### config.mk
export PLATFORM = sky130hd
export DESIGN_NAME = emb_strobes
export DESIGN_NICKNAME = d
export VERILOG_FILES = /design/src/common/emb_pkg.sv /design/src/common/emb_tmr_if.sv /design/src/design/emb_strobes.sv /design/src/design/emb_timer.sv
export SDC_FILE = /design/constraint.sdc
export NUM_CORES = 1
export LEC_CHECK = 0
export BUFFER_PORTS_ARGS = -buffer_cell sky130_fd_sc_hd__buf_2
export CAP_MARGIN = 10
export CORE_MARGIN = 2
export CORE_UTILIZATION = 40
export DETAILED_ROUTE_END_ITERATION = 6
export GPL_TIMING_DRIVEN = 0
export PLACE_DENSITY = 0.67
export SLEW_MARGIN = 15
export SYNTH_ARGS = -nofsm -noshare
export SYNTH_HDL_FRONTEND = slang
export SYNTH_SLANG_ARGS = --single-unit
### constraint.sdc
create_clock -name i_clk -period 3.6 [get_ports i_clk]
set_clock_uncertainty 0.2 [all_clocks]
set_input_delay 0.36 -clock i_clk [delete_from_list [all_inputs] [get_ports i_clk]]
set_output_delay 0.36 -clock i_clk [all_outputs]
set_load 0.005 [all_outputs]
### src/common/emb_pkg.sv
// Package of constants and types for the external memory strobe block
package emb_pkg;
  localparam int EMB_DATA_W = 16;
  localparam int EMB_ADDR_W = 24;
  localparam int EMB_NCS = 8;
  localparam int EMB_CS_PROG = 0;
  localparam int EMB_CS_DATA = 1;
  // Strobe low time of one cycle, in ns, and derived count
  localparam int EMB_STROBE_NS = 20;
  localparam int EMB_CLK_MHZ = 200;
  localparam int EMB_STROBE_CYC_RAW = (EMB_STROBE_NS * EMB_CLK_MHZ + 999) / 1000;
  localparam int EMB_STROBE_CYC = (EMB_STROBE_CYC_RAW < 1) ? 1 : EMB_STROBE_CYC_RAW;
  localparam logic EMB_KEEP_DRIVEN_RST = 1'b0;
  localparam logic EMB_CTRL_PU_DIS_RST = 1'b0;
  localparam logic [EMB_DATA_W-1:0] EMB_PORTF_PU_RST = 16'hffff;
  localparam logic [EMB_NCS-1:0] EMB_CS_IDLE = 8'hff;
  localparam logic [EMB_DATA_W-1:0] EMB_DATA_ZERO = 16'h0000;
  localparam logic [EMB_ADDR_W-1:0] EMB_ADDR_ZERO = 24'h000000;
  typedef enum logic [1:0] {
    EMB_SP_NONE,
    EMB_SP_PROG,
    EMB_SP_DATA
  } emb_space_t;
  typedef enum {
    EMB_IDLE,
    EMB_READ,
    EMB_WRITE
  } emb_state_t;
endpackage

### src/common/emb_tmr_if.sv
// Interface between the strobe sequencer and its cycle timer
`timescale 1ns/1ps
interface emb_tmr_if;
  logic start;
  logic done;
  modport ctrl (output start, input done);
  modport tmr (input start, output done);
endinterface

### src/design/emb_strobes.sv
// External memory port: strobes, selects, data direction and pull-ups
`timescale 1ns/1ps
// Overview of operation
// - Read strobe low during each read cycle
// - Data pins input while read strobe low
// - Capture read data on read strobe rise
// - Selects qualified by active strobe; address holds its last value
// - Write strobe low during each write cycle
// - Data pins driven while write strobe low
// - Keep-driven bit chooses drive or float when bus idle
// - Software should set keep-driven bit to one
// - Control pull-up bit disables strobe pull-ups
// - Program select low for program memory access
// - Chip select zero acts as program select
// - Cleared port F bit disables pin pull-up
// - Chip select one is data-memory select
module emb_strobes
  import emb_pkg::*;
(
  input wire logic i_clk,
  input wire logic i_rst,
  input wire logic i_req,
  input wire logic i_we,
  input wire emb_space_t i_space,
  input wire logic [EMB_NCS-1:0] i_cs_sel,
  input wire logic [EMB_ADDR_W-1:0] i_addr,
  input wire logic [EMB_DATA_W-1:0] i_wdata,
  input wire logic i_bus_keep_driven_wr,
  input wire logic i_bus_keep_driven,
  input wire logic i_ctrl_pullup_dis_wr,
  input wire logic i_ctrl_pullup_dis,
  input wire logic i_portf_pullup_wr,
  input wire logic [EMB_DATA_W-1:0] i_portf_pullup,
  input wire logic [EMB_DATA_W-1:0] i_data_pins,
  output logic o_busy,
  output logic o_rvalid,
  output logic [EMB_DATA_W-1:0] o_rdata,
  output logic [EMB_ADDR_W-1:0] o_address_pins,
  output logic [EMB_DATA_W-1:0] o_data_pins,
  output logic o_data_pins_oe,
  output logic o_rd_n,
  output logic o_wr_n,
  output logic [EMB_NCS-1:0] o_chip_selects,
  output logic o_ctrl_oe,
  output logic o_strobe_pullup_en,
  output logic [EMB_DATA_W-1:0] o_portf_pullup_en,
  output logic o_bus_keep_driven
);
  // ****************************************
  // Configuration bits
  // ****************************************
  logic keep_q, keep_d;
  logic pudis_q, pudis_d;
  logic [EMB_DATA_W-1:0] pfpu_q, pfpu_d;

  always_comb begin
    keep_d = i_bus_keep_driven_wr ? i_bus_keep_driven : keep_q;
    pudis_d = i_ctrl_pullup_dis_wr ? i_ctrl_pullup_dis : pudis_q;
    pfpu_d = i_portf_pullup_wr ? i_portf_pullup : pfpu_q;
  end

  always_ff @(posedge i_clk) begin
    if (i_rst) begin
      keep_q <= EMB_KEEP_DRIVEN_RST;
      pudis_q <= EMB_CTRL_PU_DIS_RST;
      pfpu_q <= EMB_PORTF_PU_RST;
    end else begin
      keep_q <= keep_d;
      pudis_q <= pudis_d;
      pfpu_q <= pfpu_d;
    end
  end

  // ****************************************
  // Cycle sequencer
  // ****************************************
  emb_tmr_if tif ();
  emb_timer u_timer (
    .i_clk(i_clk),
    .i_rst(i_rst),
    .tif(tif.tmr)
  );

  emb_state_t st_q, st_d;
  logic rd_n_q, rd_n_d, wr_n_q, wr_n_d, doe_q, doe_d, coe_q, coe_d, rv_q, rv_d, busy_q, busy_d;
  logic [EMB_NCS-1:0] cs_q, cs_d, sel;
  logic [EMB_ADDR_W-1:0] a_q, a_d;
  logic [EMB_DATA_W-1:0] wd_q, wd_d, rdat_q, rdat_d;

  always_comb begin
    sel = i_cs_sel;
    case (i_space)
      EMB_SP_PROG: sel[EMB_CS_PROG] = 1'b0;
      EMB_SP_DATA: sel[EMB_CS_DATA] = 1'b0;
      default: sel = i_cs_sel;
    endcase
  end

  always_comb begin
    st_d = st_q;
    rd_n_d = rd_n_q;
    wr_n_d = wr_n_q;
    doe_d = doe_q;
    cs_d = cs_q;
    a_d = a_q;
    wd_d = wd_q;
    rdat_d = rdat_q;
    rv_d = 1'b0;
    busy_d = busy_q;
    tif.start = 1'b0;
    case (st_q)
      EMB_IDLE: begin
        if (i_req) begin
          tif.start = 1'b1;
          busy_d = 1'b1;
          a_d = i_addr;
          cs_d = sel;
          if (i_we) begin
            st_d = EMB_WRITE;
            wr_n_d = 1'b0;
            doe_d = 1'b1;
            wd_d = i_wdata;
          end else begin
            st_d = EMB_READ;
            rd_n_d = 1'b0;
            doe_d = 1'b0;
          end
        end
      end
      EMB_READ: begin
        if (tif.done) begin
          st_d = EMB_IDLE;
          rd_n_d = 1'b1;
          rdat_d = i_data_pins;
          rv_d = 1'b1;
          cs_d = EMB_CS_IDLE;
          busy_d = 1'b0;
        end
      end
      EMB_WRITE: begin
        if (tif.done) begin
          st_d = EMB_IDLE;
          wr_n_d = 1'b1;
          cs_d = EMB_CS_IDLE;
          busy_d = 1'b0;
        end
      end
      default: begin
        st_d = EMB_IDLE;
        rd_n_d = 1'b1;
        wr_n_d = 1'b1;
        cs_d = EMB_CS_IDLE;
        busy_d = 1'b0;
      end
    endcase
    // Data keeps driving one cycle past write rise for hold
    if (st_q == EMB_IDLE && !i_req) begin
      doe_d = 1'b0;
    end
    coe_d = (st_d != EMB_IDLE) || keep_d;
  end

  always_ff @(posedge i_clk) begin
    if (i_rst) begin
      st_q <= EMB_IDLE;
      rd_n_q <= 1'b1;
      wr_n_q <= 1'b1;
      doe_q <= 1'b0;
      coe_q <= 1'b0;
      cs_q <= EMB_CS_IDLE;
      a_q <= EMB_ADDR_ZERO;
      wd_q <= EMB_DATA_ZERO;
      rdat_q <= EMB_DATA_ZERO;
      rv_q <= 1'b0;
      busy_q <= 1'b0;
    end else begin
      st_q <= st_d;
      rd_n_q <= rd_n_d;
      wr_n_q <= wr_n_d;
      doe_q <= doe_d;
      coe_q <= coe_d;
      cs_q <= cs_d;
      a_q <= a_d;
      wd_q <= wd_d;
      rdat_q <= rdat_d;
      rv_q <= rv_d;
      busy_q <= busy_d;
    end
  end

  // ****************************************
  // Outputs and pull-ups
  // ****************************************
  logic supu_q;
  logic [EMB_DATA_W-1:0] pfen_q;
  always_ff @(posedge i_clk) begin
    if (i_rst) begin
      supu_q <= 1'b1;
      pfen_q <= EMB_PORTF_PU_RST;
    end else begin
      supu_q <= !pudis_d;
      pfen_q <= pfpu_d;
    end
  end

  assign o_busy = busy_q;
  assign o_rvalid = rv_q;
  assign o_rdata = rdat_q;
  assign o_address_pins = a_q;
  assign o_data_pins = wd_q;
  assign o_data_pins_oe = doe_q;
  assign o_rd_n = rd_n_q;
  assign o_wr_n = wr_n_q;
  assign o_chip_selects = cs_q;
  assign o_ctrl_oe = coe_q;
  assign o_strobe_pullup_en = supu_q;
  assign o_portf_pullup_en = pfen_q;
  assign o_bus_keep_driven = keep_q;

  // ****************************************
  // Checks
  // ****************************************
  // Index of the last strobe low sample, counted from the first low sample
  localparam int RD_LAST = EMB_STROBE_CYC - 1;
endmodule

### src/design/emb_timer.sv
// Strobe width timer: counts the strobe low time
`timescale 1ns/1ps
module emb_timer
  import emb_pkg::*;
#(
  parameter int CYCLES = EMB_STROBE_CYC
) (
  input wire logic i_clk,
  input wire logic i_rst,
  emb_tmr_if.tmr tif
);
  localparam int CW = (CYCLES < 2) ? 1 : $clog2(CYCLES + 1);
  localparam logic [CW-1:0] LAST = CW'(CYCLES - 1);
  logic [CW-1:0] cnt_q, cnt_d;
  logic run_q, run_d;

  always_comb begin
    cnt_d = cnt_q;
    run_d = run_q;
    if (tif.start) begin
      cnt_d = '0;
      run_d = 1'b1;
    end else if (run_q) begin
      if (cnt_q == LAST) begin
        run_d = 1'b0;
      end else begin
        cnt_d = cnt_q + CW'(1);
      end
    end
  end

  always_ff @(posedge i_clk) begin
    if (i_rst) begin
      cnt_q <= '0;
      run_q <= 1'b0;
    end else begin
      cnt_q <= cnt_d;
      run_q <= run_d;
    end
  end

  assign tif.done = run_q && (cnt_q == LAST);
endmodule

==> results of run 1 <==
## worst register-to-register path: stages, from the launching register on
cell and delay (ns):
dfxtp_1 0.30, nor4_2 0.37, nand4_4 0.26, nor4_4 0.78, buf_6 0.27, mux2i_1 0.20
## power by group
part	switching, W	internal [W]	total, W
Combinational	0.0000873	0.000125	0.000212
Sequential	0.0000154	0.00142	0.00143
Clock	0.000648	0.00103	0.00167
## through the flow
stage          setup WS [ns]  hold WS, ns  utilization, %  cell area (sq um)
2_1_floorplan           1.48        0.265               -               4970
3_3_place_gp            1.15        0.255            50.7               6040
3_5_place_dp            1.11        0.261            50.7               6040
4_1_cts                 1.11     0.000218            59.1               7040
5_1_grt                 1.00      0.00812            59.1               7040
6_report                1.15       0.0175            59.1               7040
## what timing repair did
item,CTS,global route
hold buffers,40,0
gates resized for setup,0,0
endpoints found under the hold margin,40,0
setup buffers,0,0
## kinds of logic after synthesis
logic type      after synthesis  share of synthesized area, %
compound gates               42                          7.10
xor+xnor                      1                         0.180
fa+ha+maj                     2                         0.515
buf+inv                      37                          3.35
flops                       125                          51.5
mux                          60                          12.4
other cells                   1                        0.0771
simple gates                176                          24.9
## cell usage in the layout (no fill, tap or decap), drive strengths merged, types with 6 or more instances in the layout
cell type / synthesis / routed
or2b: 15 / 15
clkinvlp: 0 / 7
mux2i: 60 / 60
conb: 1 / 30
dlygate4sd3: 0 / 40
clkbuf: 20 / 37
a211o: 17 / 17
nor2: 12 / 12
buf: 7 / 185
a21oi: 6 / 6
nor4: 9 / 9
nand2b: 104 / 104
nor2b: 19 / 19
a22oi: 8 / 8
inv: 10 / 13
dfxtp: 125 / 125
## per-layer routing
layer	routed length [um]	global-route usage, %
met5	0	0
met4	202	7.48
met1	5080	21.6
met2	5650	30.4
met3	781	6.62
## sequential cells by signal, summed over array words and instances (netlist names)
name,cells
o_address_pins,24
o_busy,1
pudis_q,1
o_data_pins,16
o_data_pins_oe,1
o_bus_keep_driven,1
o_strobe_pullup_en,1
o_ctrl_oe,1
o_rvalid,1
o_wr_n,1
u_timer.run_q,1
st_q,32
o_rdata,16
u_timer.cnt_q,3
o_portf_pullup_en,16
o_chip_selects,8
o_rd_n,1
## layout make-up
cell class / instances / share of cell area (%)
Clock buffer: 17 / 6.05
Sequential cell: 125 / 35.6
Inverter: 10 / 0.534
Timing Repair Buffer: 218 / 18.4
Multi-Input combinational cell: 311 / 32.8
Tap cell: 147 / 2.61
Buffer: 27 / 1.78
Clock inverter: 15 / 2.35
## path summary, 6_finish.rpt
path                   from          end  cells past startpoint
max                 st_q[9]  o_rdata[10]                      5
min          i_data_pins[4]   o_rdata[4]                      3
max reg2reg         st_q[9]  o_rdata[10]                      5
min reg2reg      o_rdata[9]   o_rdata[9]                      2
==> out/results.ini, run 1 <==
[place]
portBuffers = 178
gp_congestion = 0.775
dp_hpwl_um = 8330
dp.cells = 798

[pwr]
power_leakage_nw = 3.09
p_per_area_nw_per_um2 = 472
vdd_drop_max_mv = 0.405
p_total_w = 0.00332

[hold_path]
hold_path.class = in2reg

[cts]
clock_latency_ns = 0.41
clk_pin_slew_ns = 0.06
clockRootBuffer = clkbuf_16
clockBufferDepth = 2
clock-sinks = 125
cts_tree = done
cts_made_buffers = 17
htreeDepth = 4

[sta]
timing.fmax_mhz = 409
setup_tns_ns = 0
hold_viol = 0
slew_headroom_pct = 48.0
finalCritPeriodShare_pct = 67.9
finalCriticalPeriod_ns = 2.45
worstMarginPinSlew_ns = 0.774
report.final.slew_viol_count = 0
rsz0062_at_grt = no
setup_viol = 0

[critical_path]
cp_top_family = simple AND/OR/NAND/NOR gates
path_cells = nor4_2, nand4_4, nor4_4, buf_6, mux2i_1
cp_slowest_stage_delay_ns = 0.78
reg2reg_slack_ns = 1.15
end_kind = register
critPathSlowestCell = nor4_4
cp.arrival_ns = 2.58
path_class = reg2reg
start_kind = register
path_buf_inv = 1
cp_max_fo = 10
worstPathRequired_ns = 3.74

[logic_synthesis]
async_reset_ff_share_pct = 0
ys_top_cells_by_count = dfxtp_1 (125), nand2b_1 (104), mux2i_1 (60)
ys_ff_latch = 125
synth_cells = 444
synthMostInstantiatedCell = dfxtp_1
synth_top_cell_area_share_pct = 51.5
synth.avg_cell_area_sq_um = 10.9
synth_top_area_cell = dfxtp_1
netlist_area_sq_um = 4860
synthFlopType = dfxtp_1
yosys-top-cells-area = dfxtp_1 (51%), nand2b_1 (13%), mux2i_1 (12%), a211o_1 (2.9%), or2b_2 (2.7%)
synth_edf_count = 0
yosys_warnings = 0
synth_cell_types = 37
yosysSeqAreaShare_pct = 51.5

[route]
ant_nets = 0
remaining_drc_errors = 0
vias = 3961
wirelength_um = 11700
first_pass_iters = 4
via_per_inst = 4.55
first_iter_violations = 214
routedWlPerCell_um = 13.5

[die]
pin_count = 179
die_y_um = 114
die_area_sq_um = 13000
core_sq_um = 11900
initial_utilization_pct = 40.8
dieWidth_um = 114
rows = 40

[layout]
seq_area_sq_um = 2500
final_cells = 870
area_growth_pct = 44.7
fill_cells = 1033
n_antenna_cell = 0
finish.net_count = 803
multiInputGateArea_sq_um = 2300
drive_gt1_share_pct = 34.0

[run]
maxCapViolCount = 0

[global_routing]
gr-usage-all-layers_pct = 18.3
grt_max_degree = 17
grt_pass1_vias = 4092
grt_first_pass_wirelength_um = 18900
globalRouteOverflowTotal = 0
antenna_found_initial = 1

[status]
outcome = complete, no violations

(Power assumes the default switching activity.)
==> run 2: changes to the inputs <==
Settings changed: ABC_AREA from default to 1, PLACE_DENSITY 0.67 to 0.68.
Clock period 3.6 ns to 2.55 ns, I/O delays scaled along.
==> out/results.ini, run 2 <==
[die]
core_sq_um = 10800
die_y_um = 109
die_area_sq_um = 11900
rows = 38
pin_count = 179
dieWidth_um = 109
initial_utilization_pct = 40.9

[critical_path]
critPathSlowestCell = dlygate4sd3_1
end_kind = register
path_class = reg2reg
worstPathRequired_ns = 2.75
path_cells = nor2_1, nand2_1, nor2_1, nand2_2, nor2_4, nand3_2, o21ai_0, dlygate4sd3_1, a21oi_1
cp_slowest_stage_delay_ns = 0.58
start_kind = register
cp_max_fo = 8
cp.arrival_ns = 2.34
cp_common_cell = nor2_1

[layout]
fin_area_sq_um = 7120
largest_register_ffs = 32
finish.net_count = 946
final_common_cell = buf_2
final_cells = 1006
drive_gt1_share_pct = 27.1
n_antenna_cell = 0
area_growth_pct = 61.4
largest_register = st_q
layout_common_cells = buf_2 (179), dfxtp_1 (125), nand2_1 (124)

[logic_synthesis]
ys_top_cells_by_count = dfxtp_1 (125), nand2_1 (124), nand3_1 (79)
yosys_warnings = 0
yosys-top-cells-area = dfxtp_1 (57%), nand2_1 (11%), nand3_1 (9.0%), a21oi_1 (7.0%), inv_1 (3.3%)
ys_ff_latch = 125
netlist_area_sq_um = 4410
synth_top_area_cell = dfxtp_1
yosysSeqAreaShare_pct = 56.7
async_reset_ff_share_pct = 0
synth_cell_types = 28
synth_edf_count = 0
synth_top_cell_area_share_pct = 56.7
synth_cells = 534
synthFlopType = dfxtp_1
synthMostInstantiatedCell = dfxtp_1
synth.avg_cell_area_sq_um = 8.26

[pwr]
vdd_drop_max_mv = 0.341
power_leakage_nw = 3.30
p_per_area_nw_per_um2 = 657

[cts]
cts-resized-gates = 0
clock-sinks = 125
cts_tree = done
clk_pin_slew_ns = 0.05
clockBufferDepth = 2
cts_made_buffers = 17
clockRootBuffer = clkbuf_8
clock_latency_ns = 0.51
htreeDepth = 4

[route]
routedWlPerCell_um = 12.9
remaining_drc_errors = 0
wirelength_um = 12900
ant_nets = 0
vias = 4645
via_per_inst = 4.62
first_pass_iters = 5
first_iter_violations = 268

[sta]
layout_setup_ws_ns = 0.404
worstMarginPinSlew_ns = 0.566
report.final.slew_viol_count = 0
finalCritPeriodShare_pct = 84.1
setup_viol = 0
finalCriticalPeriod_ns = 2.15
setup_tns_ns = 0
timing.fmax_mhz = 466
slew_headroom_pct = 62.3
rsz0062_at_grt = no
hold_viol = 0

[global_routing]
gr-usage-all-layers_pct = 22.0
globalRouteOverflowTotal = 0
grt_max_degree = 17
grt_pass1_vias = 4521
antenna_found_initial = 0
grt_first_pass_wirelength_um = 20300

[place]
dp.cells = 879
dpl_cell_area_sq_um = 5580
portBuffers = 176
gp_congestion = 0.818
dp_hpwl_um = 8310
pre_cts_slack_ns = 0.556

[run]
maxCapViolCount = 0

[hold_path]
hold_path.class = in2reg

[status]
outcome = complete, no violations

## run 2: cell count changes in the layout (fill, tap and decap cells not counted), sizes merged, moves of 28 or more
cell	change
nand2	+123
nand2b	-104
nand3	+81
mux2i	-59
a21oi	+58
dlygate4sd3	+55
inv	+28
## run 2: power by group
part	total, W	switching (W)	internal (W)
registers	0.00202	0.0000179	0.00200
logic	0.000321	0.000135	0.000186
clock network	0.00234	0.000829	0.00151
total	0.00468	0.000982	0.00370
## run 2: critical path, delay by kind of cell (launching register included)
| family | cells | cell delay (ns) |
|---|---|---|
| AO/OA/AOI/OAI | 2 | 0.25 |
| buffers and inverters | 1 | 0.58 |
| AND/OR/NAND/NOR | 6 | 0.71 |
| flip-flops | 1 | 0.29 |
## run 2: cell type report
cell class              instances  area (sq um)
multi-input cells             366          1670
flip-flops and latches        125          2500
plain buffers                  30           189
well taps                     140           175
clock buffers                  22           483
fillers                       818          3670
inverters                      42           158
repair buffers                271          1830
clock inverters                10           111
## run 2: kinds of logic after synthesis
group | count (synthesis) | synth area share, %
buf+inv | 72 | 7.85
xor+xnor | 1 | 0.199
simple gates | 248 | 24.7
mux | 1 | 0.227
fa+ha+maj | 2 | 0.567
other cells | 1 | 0.0850
compound gates | 84 | 9.70
flops | 125 | 56.7
## run 2: path summary, 6_finish.rpt
check / startpoint / to / slack (ns) / depth (start not counted)
min reg2reg: o_data_pins[11] / o_data_pins[11] / 0.24 / 2
max: st_q[24] / o_data_pins[15] / 0.40 / 9
min: i_req / o_data_pins[2] / 0.04 / 4
max reg2reg: st_q[24] / o_data_pins[15] / 0.40 / 9
## run 2: routing by layer
metal	global-route usage, %	wire, um	vias up
met5	0	0	-
met2	37.4	6410	164
met3	7.05	905	41
met4	11.3	447	0
met1	24.7	5170	2105
li1	-	-	2335
## run 2: stage by stage
step	hold WS, ns	power [W]	util, %
global route	0.0744	0.00487	66.0
finish	0.0440	0.00468	66.0
floorplan	0.177	0.00214	-
CTS	0.0160	0.00472	66.0
detailed placement	0.235	0.00226	51.7
global placement	0.228	0.00225	51.7
## run 2: repair_timing
| action | 4_1_cts | 5_1_grt |
|---|---|---|
| hold endpoints to repair | 86 | 0 |
| hold buffers | 95 | 0 |
| buffers inserted | 0 | 0 |
==> run 3: changes to the inputs <==
Clock period 2.55 ns to 2 ns, I/O delays scaled along.
==> out/results.ini, run 3 (synthesis gave the netlist of run 2 again) <==
[layout]
finish.net_count = 951
final_cells = 1011
layout_common_cells = buf_2 (178), dfxtp_1 (125), nand2_1 (123)
largest_register_ffs = 32
final_common_cell = buf_2
fin_area_sq_um = 7190
drive_gt1_share_pct = 27.6
n_antenna_cell = 0
largest_register = st_q
area_growth_pct = 62.9

[critical_path]
path_class = in2reg
reg2reg_slack_ns = 0.15
cp_max_fo = 1
end_kind = register
worstPathRequired_ns = 2.19
ff2ff_path_depth = 7
start_kind = input port
cp.arrival_ns = 2.15

[route]
via_per_inst = 4.65
vias = 4700
remaining_drc_errors = 0
wirelength_um = 13100
first_iter_violations = 258
first_pass_iters = 7
ant_nets = 0
routedWlPerCell_um = 12.9

[hold_path]
hold_path.class = in2reg
hold_depth = 4

[sta]
finalCritPeriodShare_pct = 98.2
report.final.slew_viol_count = 0
layout_setup_ws_ns = 0.0363
hold_ws_ns = 0.159
hold_viol = 0
slew_headroom_pct = 63.0
worstMarginPinSlew_ns = 0.555
setup_tns_ns = 0
rsz0062_at_grt = no
setup_viol = 0
timing.fmax_mhz = 509
finalCriticalPeriod_ns = 1.96

[place]
dpl_cell_area_sq_um = 5580
gp_congestion = 0.818
portBuffers = 176
dp.cells = 879
dp_hpwl_um = 8310
pre_cts_slack_ns = 0.00625

[global_routing]
gr-usage-all-layers_pct = 22.2
grt_first_pass_wirelength_um = 20500
antenna_found_initial = 0
grt_pass1_vias = 4590
globalRouteOverflowTotal = 0
grt_max_degree = 17

[cts]
cts_made_buffers = 17
cts_tree = done
clockRootBuffer = clkbuf_8
htreeDepth = 4
clockBufferDepth = 2
clock-sinks = 125
clk_pin_slew_ns = 0.06
clock_latency_ns = 0.51

[die]
dieWidth_um = 109
rows = 38
core_sq_um = 10800
die_y_um = 109
die_area_sq_um = 11900
initial_utilization_pct = 40.9
pin_count = 179

[run]
maxCapViolCount = 0

[pwr]
power_leakage_nw = 3.33
vdd_drop_max_mv = 0.434
p_per_area_nw_per_um2 = 832

[status]
outcome = complete, no violations

## run 3: cell types whose count changed in the layout (fill, tap and decap cells not counted), sizes merged
cell / delta
clkinv: -1
inv: +1
dlygate4sd3: +5
## run 3: path summary, 6_finish.rpt
| check | startpoint | end |
|---|---|---|
| max | i_portf_pullup[15] | o_portf_pullup_en[15] |
| min | i_portf_pullup_wr | o_portf_pullup_en[10] |
| max reg2reg | u_timer.cnt_q[0] | o_busy |
| min reg2reg | o_data_pins[11] | o_data_pins[11] |
## run 3: critical path, cell delays in order
cell and delay [ns]:
dlygate4sd3_1 0.56, buf_2 0.13, nand2_1 0.04, dlygate4sd3_1 0.54, nand3_1 0.09, dlygate4sd3_1 0.59
## run 3: per-layer routing
metal  up-vias  global-route usage, %  share of wire, %
met1      2134                   24.2                40
met3        43                   7.17               6.7
li1       2344                      -                 -
met4         0                   11.1               3.3
met5         -                      0                 0
met2       179                   38.6                50
## run 3: cell type report
cell class / count / area [sq um]
plain buffers: 30 / 198
clock buffers: 22 / 483
clock inverters: 10 / 111
fillers: 795 / 3600
inverters: 42 / 160
multi-input cells: 366 / 1680
flip-flops and latches: 125 / 2500
well taps: 140 / 175
repair buffers: 276 / 1880
## run 3: per-stage QoR
stage | utilization (%) | total power (W)
floorplan | - | 0.00273
detailed placement | 51.7 | 0.00288
CTS | 66.6 | 0.00603
finish | 66.6 | 0.00598
global placement | 51.7 | 0.00287
global route | 66.6 | 0.00622
## run 3: report_power, final
part | switching, W | internal [W] | total [W] | leakage, nW
registers | 0.0000227 | 0.00255 | 0.00258 | 1.02
clock network | 0.00105 | 0.00193 | 0.00298 | 0.289
logic | 0.000177 | 0.000246 | 0.000423 | 2.01
total | 0.00125 | 0.00473 | 0.00598 | 3.33
## run 3: what timing repair did
item | CTS | global route
setup endpoints to repair | 1 | 28
setup buffers | 0 | 0
gates resized for setup | 1 | 10
hold buffers | 101 | 0
endpoints found under the hold margin | 90 | 0
